File: config.mk
export PLATFORM = sky130hd
export DESIGN_NAME = drsp_poller
export DESIGN_NICKNAME = d
export VERILOG_FILES = /design/src/drsp_pkg.sv /design/src/drsp_poller.sv
export SDC_FILE = /design/constraint.sdc
export NUM_CORES = 1
export LEC_CHECK = 0
export ABC_CLOCK_PERIOD_IN_PS = 4300
export BUFFER_PORTS_ARGS = -buffer_cell sky130_fd_sc_hd__clkbuf_2
export CAP_MARGIN = 20
export CORE_UTILIZATION = 40
export DETAILED_ROUTE_END_ITERATION = 6
export PLACE_DENSITY = 0.6
export SETUP_SLACK_MARGIN = 0.1
export SYNTH_ARGS = -nofsm -noshare
export SYNTH_HDL_FRONTEND = slang
export SYNTH_SLANG_ARGS = --single-unit
File: constraint.sdc
create_clock -name clk -period 4.3 [get_ports clk]
set_clock_uncertainty 0.2 [all_clocks]
set_input_delay 0.215 -clock clk [delete_from_list [all_inputs] [get_ports clk]]
set_output_delay 0.215 -clock clk [all_outputs]
set_load 0.05 [all_outputs]
File: src/drsp_pkg.sv
// Constants for the drive run/status poller
package drsp_pkg;
  localparam int          CLK_HZ      = 10_000_000;
  localparam int          TMO_MS      = 500;
  localparam int          GAP_MS      = 10;
  localparam int          TMO_CYC     = TMO_MS * (CLK_HZ / 1000);
  localparam int          GAP_CYC     = GAP_MS * (CLK_HZ / 1000);
  localparam logic [7:0]  FN_WRITE    = 8'h10;
  localparam logic [7:0]  FN_READ     = 8'h03;
  localparam logic [15:0] REG_RUN_CMD = 16'h0001;
  localparam logic [15:0] REG_STATUS  = 16'h002C;
  localparam logic [15:0] WR_COUNT    = 16'h0002;
  localparam logic [15:0] RD_COUNT    = 16'h0001;
  localparam logic [7:0]  WR_BYTES    = 8'h04;
  localparam logic [7:0]  RD_BYTES    = 8'h02;
  localparam logic [15:0] CRC_PRESET  = 16'hFFFF;
  localparam logic [15:0] CRC_POLY    = 16'hA001;
  localparam logic [3:0]  WR_TX_LEN   = 4'hD;
  localparam logic [3:0]  RD_TX_LEN   = 4'h8;
  localparam logic [3:0]  WR_RX_LEN   = 4'h8;
  localparam logic [3:0]  RD_RX_LEN   = 4'h7;
  localparam int          STAT_FAULT  = 14;
  typedef enum logic [2:0] {ST_IDLE, ST_GAP, ST_SEND, ST_WAIT, ST_ERR} drsp_state_e;
endpackage

File: src/drsp_poller.sv
// Master framer: write run command and frequency, then poll drive status
// Function
// - Write request: addr, 10h, 0001h, 0002h, count, data, CRC
// - Byte count equals following data bytes
// - CRC covers address through last data byte
// - Two-byte CRC-16, preset FFFFh, reflected
// - No header or terminator characters
// - Status read: addr, 03h, 002Ch, 0001h, CRC
// - Whole bytes; byte count is one byte
// - Address from low byte, sent and checked
// - Run word bit layout, bits 11-15 zero
// - Repeat exchange while enable stays asserted
// - Error or fault stops, error held till reset
// - Half-second step timers, one retry, then error
// - At least 10 ms between requests
`timescale 1ns/1ps
`default_nettype none
module drsp_poller #(
  parameter int TMO_CYCLES = drsp_pkg::TMO_CYC,
  parameter int GAP_CYCLES = drsp_pkg::GAP_CYC
) (
  input  wire logic        clk,
  input  wire logic        rst_n,
  input  wire logic        comm_enable,
  input  wire logic        comm_fault_reset,
  input  wire logic [15:0] slave_addr_word,
  input  wire logic        run,
  input  wire logic        fwd_rev,
  input  wire logic        ext_fault,
  input  wire logic        fault_reset,
  input  wire logic [6:0]  mf_in,
  input  wire logic [15:0] freq_ref,
  output logic [7:0]       tx_data,
  output logic             tx_valid,
  input  wire logic        tx_ready,
  input  wire logic [7:0]  rx_data,
  input  wire logic        rx_valid,
  output logic             comm_error,
  output logic [15:0]      status_word,
  output logic             status_valid
);
  import drsp_pkg::*;

  if (TMO_CYCLES < 2 || TMO_CYCLES > 8_000_000 || GAP_CYCLES < 1 || GAP_CYCLES > 8_000_000) begin : g_chk
    $error("drsp_poller: timer parameter out of range");
  end

  localparam logic [22:0] TMO_LIM = 23'(TMO_CYCLES - 1);
  localparam logic [22:0] GAP_LIM = 23'(GAP_CYCLES - 1);

  // Reflected CRC-16, one byte per call
  function automatic logic [15:0] crc_byte(input logic [15:0] c, input logic [7:0] d);
    logic [15:0] x;
    x = c ^ {8'h00, d};
    for (int i = 0; i < 8; i++) begin
      x = x[0] ? ((x >> 1) ^ CRC_POLY) : (x >> 1);
    end
    return x;
  endfunction

  drsp_state_e state_r, state_nxt;
  logic        step_r, step_nxt, retry_r, retry_nxt, err_r, err_nxt, sv_r, sv_nxt, bad_r, bad_nxt;
  logic [3:0]  idx_r, idx_nxt, rxi_r, rxi_nxt;
  logic [15:0] crc_r, crc_nxt, rcrc_r, rcrc_nxt, cmd_r, cmd_nxt, frq_r, frq_nxt;
  logic [15:0] stat_r, stat_nxt, rxw_r, rxw_nxt;
  logic [7:0]  addr_r, addr_nxt, tbyte, ebyte;
  logic [22:0] tmr_r, tmr_nxt;
  logic [3:0]  tx_len, rx_len;
  logic        push, buf_rdy, fail, rx_last, rx_ok;

  // Two-entry transmit buffer; a stalled line stops the framer, never drops a byte
  logic [7:0]  b0_r, b0_nxt, b1_r, b1_nxt;
  logic [1:0]  cnt_r, cnt_nxt;
  logic        pop;
  assign buf_rdy  = (cnt_r != 2'd2);
  assign pop      = tx_ready && (cnt_r != 2'd0);
  assign tx_valid = (cnt_r != 2'd0);
  assign tx_data  = b0_r;

  always_comb begin
    b0_nxt  = b0_r;
    b1_nxt  = b1_r;
    cnt_nxt = cnt_r;
    case ({push, pop})
      2'b10: begin
        if (cnt_r == 2'd0) b0_nxt = tbyte;
        else b1_nxt = tbyte;
        cnt_nxt = cnt_r + 2'd1;
      end
      2'b01: begin
        b0_nxt  = b1_r;
        cnt_nxt = cnt_r - 2'd1;
      end
      2'b11: begin
        if (cnt_r == 2'd1) b0_nxt = tbyte;
        else begin
          b0_nxt = b1_r;
          b1_nxt = tbyte;
        end
      end
      default: ;
    endcase
  end

  // Outgoing byte; no framing characters, address leads, CRC closes
  always_comb begin
    tx_len = step_r ? RD_TX_LEN : WR_TX_LEN;
    tbyte  = 8'h00;
    if (idx_r == tx_len - 4'd2) tbyte = crc_r[7:0];
    else if (idx_r == tx_len - 4'd1) tbyte = crc_r[15:8];
    else begin
      case (idx_r)
        4'd0: tbyte = addr_r;
        4'd1: tbyte = step_r ? FN_READ : FN_WRITE;
        4'd2: tbyte = step_r ? REG_STATUS[15:8] : REG_RUN_CMD[15:8];
        4'd3: tbyte = step_r ? REG_STATUS[7:0] : REG_RUN_CMD[7:0];
        4'd4: tbyte = step_r ? RD_COUNT[15:8] : WR_COUNT[15:8];
        4'd5: tbyte = step_r ? RD_COUNT[7:0] : WR_COUNT[7:0];
        4'd6: tbyte = WR_BYTES;
        4'd7: tbyte = cmd_r[15:8];
        4'd8: tbyte = cmd_r[7:0];
        4'd9: tbyte = frq_r[15:8];
        default: tbyte = frq_r[7:0];
      endcase
    end
  end

  // Expected reply byte; data positions of the read reply are not compared
  always_comb begin
    rx_len = step_r ? RD_RX_LEN : WR_RX_LEN;
    case (rxi_r)
      4'd0:    ebyte = addr_r;
      4'd1:    ebyte = step_r ? FN_READ : FN_WRITE;
      4'd2:    ebyte = step_r ? RD_BYTES : REG_RUN_CMD[15:8];
      4'd3:    ebyte = REG_RUN_CMD[7:0];
      4'd4:    ebyte = WR_COUNT[15:8];
      default: ebyte = WR_COUNT[7:0];
    endcase
  end

  assign push    = (state_r == ST_SEND) && (idx_r < tx_len) && buf_rdy;
  assign rx_last = (state_r == ST_WAIT) && rx_valid && (rxi_r == rx_len - 4'd1);
  // Residue of a frame with its own CRC appended is zero
  assign rx_ok   = !bad_r && (crc_byte(rcrc_r, rx_data) == 16'h0000);
  assign fail    = ((state_r == ST_SEND || state_r == ST_WAIT) && tmr_r >= TMO_LIM) || (rx_last && !rx_ok);

  always_comb begin
    state_nxt = state_r;
    step_nxt  = step_r;
    retry_nxt = retry_r;
    err_nxt   = err_r;
    sv_nxt    = 1'b0;
    bad_nxt   = bad_r;
    idx_nxt   = idx_r;
    rxi_nxt   = rxi_r;
    crc_nxt   = crc_r;
    rcrc_nxt  = rcrc_r;
    cmd_nxt   = cmd_r;
    frq_nxt   = frq_r;
    addr_nxt  = addr_r;
    stat_nxt  = stat_r;
    rxw_nxt   = rxw_r;
    tmr_nxt   = tmr_r + 23'd1;
    case (state_r)
      ST_IDLE: begin
        tmr_nxt = 23'd0;
        if (comm_enable) begin
          step_nxt  = 1'b0;
          retry_nxt = 1'b0;
          state_nxt = ST_GAP;
        end
      end
      ST_GAP: begin
        if (!comm_enable && !step_r && !retry_r) state_nxt = ST_IDLE;
        else if (tmr_r >= GAP_LIM) begin
          state_nxt = ST_SEND;
          tmr_nxt   = 23'd0;
          idx_nxt   = 4'd0;
          crc_nxt   = CRC_PRESET;
          addr_nxt  = slave_addr_word[7:0];
          cmd_nxt   = {5'h00, mf_in, fault_reset, ext_fault, fwd_rev, run};
          frq_nxt   = freq_ref;
        end
      end
      ST_SEND: begin
        if (push) begin
          idx_nxt = idx_r + 4'd1;
          if (idx_r < tx_len - 4'd2) crc_nxt = crc_byte(crc_r, tbyte);
        end
        if (idx_r == tx_len && cnt_r == 2'd0) begin
          state_nxt = ST_WAIT;
          tmr_nxt   = 23'd0;
          rxi_nxt   = 4'd0;
          rcrc_nxt  = CRC_PRESET;
          bad_nxt   = 1'b0;
        end
      end
      ST_WAIT: begin
        if (rx_valid) begin
          // Reply start resets the timer; the rest must finish in one more period
          if (rxi_r == 4'd0) tmr_nxt = 23'd0;
          rxi_nxt  = rxi_r + 4'd1;
          rcrc_nxt = crc_byte(rcrc_r, rx_data);
          if (rxi_r < rx_len - 4'd2 && !(step_r && rxi_r > 4'd2) && rx_data != ebyte) bad_nxt = 1'b1;
          if (step_r && rxi_r == 4'd3) rxw_nxt = {rx_data, rxw_r[7:0]};
          if (step_r && rxi_r == 4'd4) rxw_nxt = {rxw_r[15:8], rx_data};
        end
        if (rx_last && rx_ok) begin
          state_nxt = ST_GAP;
          tmr_nxt   = 23'd0;
          retry_nxt = 1'b0;
          step_nxt  = !step_r;
          if (step_r) begin
            stat_nxt = rxw_r;
            sv_nxt   = 1'b1;
            if (rxw_r[STAT_FAULT]) begin
              state_nxt = ST_ERR;
              err_nxt   = 1'b1;
            end
          end
        end
      end
      ST_ERR: begin
        tmr_nxt = 23'd0;
        if (comm_fault_reset) begin
          err_nxt   = 1'b0;
          state_nxt = ST_IDLE;
        end
      end
      default: state_nxt = ST_IDLE;
    endcase
    if (fail) begin
      tmr_nxt = 23'd0;
      if (retry_r) begin
        state_nxt = ST_ERR;
        err_nxt   = 1'b1;
      end else begin
        retry_nxt = 1'b1;
        state_nxt = ST_GAP;
      end
    end
  end

  always_ff @(posedge clk) begin
    if (!rst_n) begin
      state_r <= ST_IDLE;
      step_r  <= 1'b0;
      retry_r <= 1'b0;
      err_r   <= 1'b0;
      sv_r    <= 1'b0;
      bad_r   <= 1'b0;
      idx_r   <= 4'd0;
      rxi_r   <= 4'd0;
      crc_r   <= CRC_PRESET;
      rcrc_r  <= CRC_PRESET;
      cmd_r   <= 16'h0000;
      frq_r   <= 16'h0000;
      addr_r  <= 8'h00;
      stat_r  <= 16'h0000;
      rxw_r   <= 16'h0000;
      tmr_r   <= 23'd0;
      b0_r    <= 8'h00;
      b1_r    <= 8'h00;
      cnt_r   <= 2'd0;
    end else begin
      state_r <= state_nxt;
      step_r  <= step_nxt;
      retry_r <= retry_nxt;
      err_r   <= err_nxt;
      sv_r    <= sv_nxt;
      bad_r   <= bad_nxt;
      idx_r   <= idx_nxt;
      rxi_r   <= rxi_nxt;
      crc_r   <= crc_nxt;
      rcrc_r  <= rcrc_nxt;
      cmd_r   <= cmd_nxt;
      frq_r   <= frq_nxt;
      addr_r  <= addr_nxt;
      stat_r  <= stat_nxt;
      rxw_r   <= rxw_nxt;
      tmr_r   <= tmr_nxt;
      b0_r    <= b0_nxt;
      b1_r    <= b1_nxt;
      cnt_r   <= cnt_nxt;
    end
  end

  assign comm_error   = err_r;
  assign status_word  = stat_r;
  assign status_valid = sv_r;
endmodule
`default_nettype wire

Yosys cells after proc, flatten, opt, wreduce, memory -nomap -nowiden:

Cells that the tools add are included.

* register bits after elaboration: 156
* input port bits: 57
* output and inout bits: 27
* logic and storage cells: 240

* add/subtract/negate cells: 9
* magnitude comparators: 6
* equality and inequality tests: 44
* multiplexer cells: 87
* bitwise operators: 21
* reduce and logical (&&, ||, !) cells: 53

Operators by type and width (number)
* 16-bit 2-to-1 mux: 22
* 23-bit 2-to-1 mux: 6
* 23-bit case mux with 4 select lines: 1
* 8-bit case mux with 9 select lines: 1
* 16-bit case mux with 2 select lines: 2
* 8-bit 2-to-1 mux: 7
* 2-bit inverter with 3-bit output: 16
* 8-bit case mux with 5 select lines: 1
* 3-bit 2-to-1 mux: 11
* 16-bit by 8-bit XOR with 16-bit output: 2
* 4-bit 2-to-1 mux: 6
* 8-bit case mux with 3 select lines: 1
* 23-bit by 1-bit adder with 23-bit output, second input constant: 1
* 23-bit by 17-bit >= comparator with 1-bit output, second input constant: 1
* 23-bit >= comparator, second input constant: 1
* 3-bit AND reduction: 7
* 4-bit by 3-bit == test with 1-bit output, second input constant: 5
* 2-bit inequality test, second input constant: 9
* 1-bit logical AND: 17
* 4-bit by 2-bit == test with 1-bit output, second input constant: 4
* 4-bit == test: 4
* 16-bit logical NOT: 1
* 1-bit 2-to-1 mux: 16
* 4-bit case mux with 2 select lines: 2
* other kinds (38): 76

Logic depth before layout (Yosys ltp):

* depth after elaboration: 25
* gate-level depth with buffers: 17

Worst setup path after synthesis:

No wires, ideal clock.

* path kind: register -> register
* start: reg step_r
* end: reg crc_r[0]
* arrival time: 3.212 ns
* path slack: 0.760 ns
* cell stages (with the launch flop): 15
* buffers on the path: 2
* period minus slack after synthesis: 3.540 ns
* cell sequence: dfxtp_1 -> buf_2 -> inv_1 -> ha_1 -> nand3b_1 -> or2_2 -> buf_2 -> nand3_1 -> and3_1 -> mux2i_1 -> xor2_1 -> xnor2_1 -> xnor3_1 -> nor4bb_1 -> nor3_1

* cells in the longest elaborated chain, start to end: 18
* elaborated cells on any way between the ends: 41

Ends and longest elaborated chain
* start, declared: line drsp_poller.sv:62 `logic step_r, step_nxt, retry_r, retry_nxt, err_r, err_nxt, sv_r, sv_nxt, bad_r, bad_nxt;`
* start signal, assigned: line drsp_poller.sv:267 `step_r <= step_nxt;`
* 3-bit 2-to-1 mux: line drsp_poller.sv:107 `tx_len = step_r ? RD_TX_LEN : WR_TX_LEN;`
* 4-bit by 1-bit subtractor with 4-bit output: line drsp_poller.sv:110 `else if (idx_r == tx_len - 4'd1) tbyte = crc_r[15:8];`
* 4-bit == test: line drsp_poller.sv:110
* 8-bit 2-to-1 mux: line drsp_poller.sv:110
* 8-bit 2-to-1 mux: line drsp_poller.sv:109 `if (idx_r == tx_len - 4'd2) tbyte = crc_r[7:0];`
* 16-bit by 8-bit XOR with 16-bit output: line drsp_poller.sv:54 `x = c ^ {8'h00, d};`
* 16-bit 2-to-1 mux / 2-bit inverter with 3-bit output (equally long branches) (6 in series)
* 2-bit inverter with 3-bit output (no source line) / 16-bit 2-to-1 mux (equally long branches)
* 16-bit 2-to-1 mux (2 in series): line drsp_poller.sv:56 `x = x[0] ? ((x >> 1) ^ CRC_POLY) : (x >> 1);`
* 16-bit 2-to-1 mux: line drsp_poller.sv:188 `if (idx_r < tx_len - 4'd2) crc_nxt = crc_byte(crc_r, tbyte);`
* 16-bit 2-to-1 mux: line drsp_poller.sv:186 `if (push) begin`
* 16-bit case mux with 2 select lines: line drsp_poller.sv:164 `case (state_r)`
* end signal, assigned: line drsp_poller.sv:274 `crc_r <= crc_nxt;`
* end, declared: line drsp_poller.sv:64 `logic [15:0] crc_r, crc_nxt, rcrc_r, rcrc_nxt, cmd_r, cmd_nxt, frq_r, frq_nxt;`

Parallel ways exist; a longest one is shown, timed or not. The select of a mux whose other input is x is not followed.
A chain may end at the register's enable or synchronous reset.

Worst setup path in the final report:

* start: in rx_data[0]
* end: reg tmr_r[9]

* cells in the longest elaborated chain, start to end: 16
* elaborated cells on any way between the ends: 24

Ends and longest elaborated chain
* start, declared: line drsp_poller.sv:36 `input wire logic [7:0] rx_data,`
* 16-bit by 8-bit XOR with 16-bit output (*): line drsp_poller.sv:54
* 16-bit 2-to-1 mux (*) (2 in series): line drsp_poller.sv:56
* 2-bit inverter with 3-bit output (no source line) / 16-bit 2-to-1 mux (equally long branches)
* 16-bit 2-to-1 mux (*) (6 in series): line drsp_poller.sv:56
* 16-bit logical NOT (*): line drsp_poller.sv:144 `assign rx_ok = !bad_r && (crc_byte(rcrc_r, rx_data) == 16'h0000);`
* 1-bit logical AND (*): line drsp_poller.sv:144
* branches (longest 4 deep; another with 23-bit 2-to-1 mux)
* end signal, assigned: line drsp_poller.sv:281 `tmr_r <= tmr_nxt;`
* end, declared: line drsp_poller.sv:67 `logic [22:0] tmr_r, tmr_nxt;`

Every way passes the cells marked *.

==> summary.txt <==
Outcome
  – Status: finished clean

Global route
  – Global-route wire length before repair: 33.5 mm
  – Total track usage: 20.7%
  – Initial antenna violation count: 0
  – Vias in the first global route: 6669
  – Largest net degree at the start of global routing: 100
  – Remaining Overflow, GRT: 0

Timing
  – Setup_tns: 0 ns
  – Worst-margin pin slew: between 0.9 and 1 ns
  – Final slew viol count: 0
  – Final Critical Period: around 3.8 ns
  – Final setup violation count: 0
  – Final hold vios: 0
  – Period utilisation layout: 89.3%
  – Rel. slew slack: 39.8%
  – Peak Freq: 260 MHz
  – WHS: 0.0124 ns
  – Unrepaired setup endpoints after global routing: false

Route
  – ANT nets after route: 0
  – Vias per inst: 5.21
  – Final WL: just over 20 mm
  – Drt first-iter violations: just over 500
  – Residual DRC: 0
  – First drt pass iteration count: 5
  – Total number of vias: ~7000
  – Wire length per cell: 15.1 um

Final layout
  – Most frequent cells in the layout: nand2_1, dfxtp_1, nor2_1, clkbuf_2, a21boi_0
  – Area of the multi-input gates: 4680 um^2
  – Share of cells above drive strength 1: between 10% and 20%
  – N_diodes: 0
  – Register area: 3120 um^2
  – Area delta synth->final: 19.4%
  – Fill count: 1962
  – Nets@finish: 1156
  – Core Util, Final: 49.3%
  – Most common cell after layout, fill and taps aside: nand2_1

Yosys
  – Dominant synthesized flop cell: dfxtp_1
  – Mapped Nets: ~1100
  – Flops & latches, synth: 156
  – Cell count after synthesis: 984
  – Cell Area, Synth: 8110 um^2
  – Async SR Flop Fraction: 0%
  – Sequential fraction of the synthesis area: 38.5%
  – EDFF count, synth: 0
  – Ys Warns: 0
  – Avg Cell Area, Syn: 8.24 um^2
  – Count of cell types in the netlist: 67

Critical path
  – Top delay family on crit path: buffers and inverters
  – CP cell instances: dlygate4sd3_1 -> clkbuf_2 -> xnor2_1 -> xnor2_1 -> xnor2_1 -> xnor2_1 -> ha_1 -> xor2_1 -> inv_1 -> nand4_1 -> or4_4 -> nor2_4 -> a31oi_1 -> a21oi_1 -> a21oi_1 -> o21ai_2 -> buf_4 -> nor2_1
  – Worst EP arrival: 3.95 ns
  – Crit. Startpoint: rx_data[0]
  – Setup Crit Path Kind: input port to flip-flop
  – Max incr delay on CP: 0.53 ns
  – Buf/Inv on CP: 4
  – Critical R2R Launch: idx_r[1]
  – Crit-path max FO: 23
  – CP Capture Type: flip-flop
  – CP startpoint kind: input port
  – Critical path's slowest cell: dlygate4sd3_1
  – Req. time, crit path: about 4.4 ns
  – Most frequent cell on the critical path: xnor2_1

Floorplanning
  – Initial Util: 41.3%
  – Die ar.: 20800 um^2
  – Core area: just under 20000 um^2
  – Die height: 144 um
  – DIE WIDTH: roughly 140 um
  – I/O pin cnt: 84
  – Floorplan row count: 51

Power
  – Power Density: 322 nW/um^2
  – Total Power: 3.11 mW
  – Lkg Pwr: 3.83 nW
  – Peak VDD IR: about 280 uV

Clock network
  – Setup bufs post-CTS: 0
  – Clock sinks: 156
  – Clock Pin Slew Worst Setup and Hold Paths: 0.06 ns
  – CTS resizes: 0
  – CTS tree: yes
  – Htree depth: 4
  – CTS max path bufs: 2
  – Root Driver: clkbuf_16
  – Cts bufs inserted: 17
  – Worst-Skew Late Latency: 0.43 ns

Placement
  – GPL Wtd Cong: 0.864
  – Port-buffer cells: 75
  – DP Wirelength: 13.9 mm

Min path
  – HP Class: input port to flip-flop
  – Hold_sp: rx_data[2]

Job
  – Maxcap violations: 0
[cell type report]
type / instances / share of cell area [%]
Tap cell: 265 / 3.42
Inverter: 18 / 0.698
Multi-Input combinational cell: 753 / 48.3
Clock buffer: 22 / 4.90
Sequential cell: 156 / 32.3
Timing Repair Buffer: 131 / 9.28
Clock inverter: 9 / 1.12
[power breakdown]
group / switching [mW] / total [mW] / internal [mW]
registers: 0.00288 / 1.45 / 1.45
logic: 0.0731 / 0.149 / 0.0763
clock network: 0.614 / 1.51 / 0.900
total: 0.690 / 3.11 / 2.42
[cells by family after synthesis]
| logic type | share of synthesized area [%] |
|---|---|
| compound gates | 18.3 |
| xor+xnor | 7.95 |
| fa+ha+maj | 3.39 |
| buf+inv | 3.81 |
| flops | 38.5 |
| mux | 3.87 |
| simple gates | 24.2 |
[flip-flops by register name (all words and copies together) (netlist names)]
name	flops
status_word	16
status_valid	1
addr_r	8
cmd_r	11
state_r	3
b1_r	8
retry_r	1
rxw_r	16
rxi_r	4
tmr_r	23
step_r	1
idx_r	4
comm_error	1
tx_data	8
crc_r	16
frq_r	16
rcrc_r	16
cnt_r	2
bad_r	1
[stage by stage]
stage	instances	worst slack (ns)	cell area, um^2
after floorplan	984	0.760	8110
after global placement	1283	0.487	8700
after detailed placement	1283	0.478	8700
after CTS	1354	0.456	9680
after global routing	1354	0.102	9680
final	1354	0.461	9680
[worst paths after layout]
kind / endpoint / slack (ns) / depth (start not counted)
worst max-delay path: tmr_r[9] / 0.46 / 18
worst min register to register: status_word[11] / 0.26 / 2
worst min-delay path: rxw_r[10] / 0.01 / 3
worst max register to register: crc_r[0] / 0.47 / 12
[Yosys cell counts (3+ instances only)]
master | n | area share, %
nor3b_1 | 3 | 0.28
a221oi_1 | 4 | 0.43
ha_1 | 22 | 3.4
a22oi_1 | 6 | 0.56
buf_2 | 9 | 0.56
a221o_1 | 10 | 1.2
a211oi_1 | 7 | 0.65
o21ai_0 | 39 | 2.4
a21boi_0 | 54 | 5.0
or4_1 | 3 | 0.28
o211a_1 | 16 | 2.0
nor4b_1 | 4 | 0.43
dfxtp_1 | 156 | 39
nand2b_1 | 12 | 0.93
nor2b_1 | 28 | 2.2
xor2_1 | 28 | 3.0
mux2_2 | 3 | 0.42
and2_1 | 9 | 0.69
o211ai_1 | 5 | 0.46
o31ai_1 | 4 | 0.37
nand2_1 | 179 | 8.3
a31oi_1 | 10 | 0.77
mux2i_1 | 28 | 3.5
inv_1 | 18 | 0.83
xnor2_1 | 43 | 4.6
nand4_1 | 10 | 0.77
a21oi_1 | 29 | 1.8
buf_1 | 4 | 0.19
clkbuf_1 | 41 | 1.9
nor4_1 | 5 | 0.39
a21o_1 | 3 | 0.28
nor3_1 | 28 | 1.7
or2_2 | 5 | 0.39
and4_1 | 3 | 0.32
nand3_1 | 21 | 1.3
and3_1 | 8 | 0.62
nor2_1 | 88 | 4.1
[worst register-to-register path: cells and delay by family, from the launching register on]
kind,cells,cell delay (ns)
compound gates,2,0.46
xor+xnor,3,0.69
fa+ha+maj,1,0.36
buf+inv,1,0.15
flops,1,0.51
mux,1,0.41
simple gates,4,0.94
[per-layer routing]
metal	track usage, %	up-vias	part of all wire [%]
li1	-	3589	-
met1	26.8	3308	49
met2	34.2	135	46
met3	3.61	29	3.5
met4	7.48	0	1.8
met5	0	-	0
[timing repair]
item                                    CTS  global route
hold buffers                             40             0
endpoints found under the setup margin    0             0
hold endpoints to repair                 45             0
Note: power is estimated with default switching activity, not from simulation.
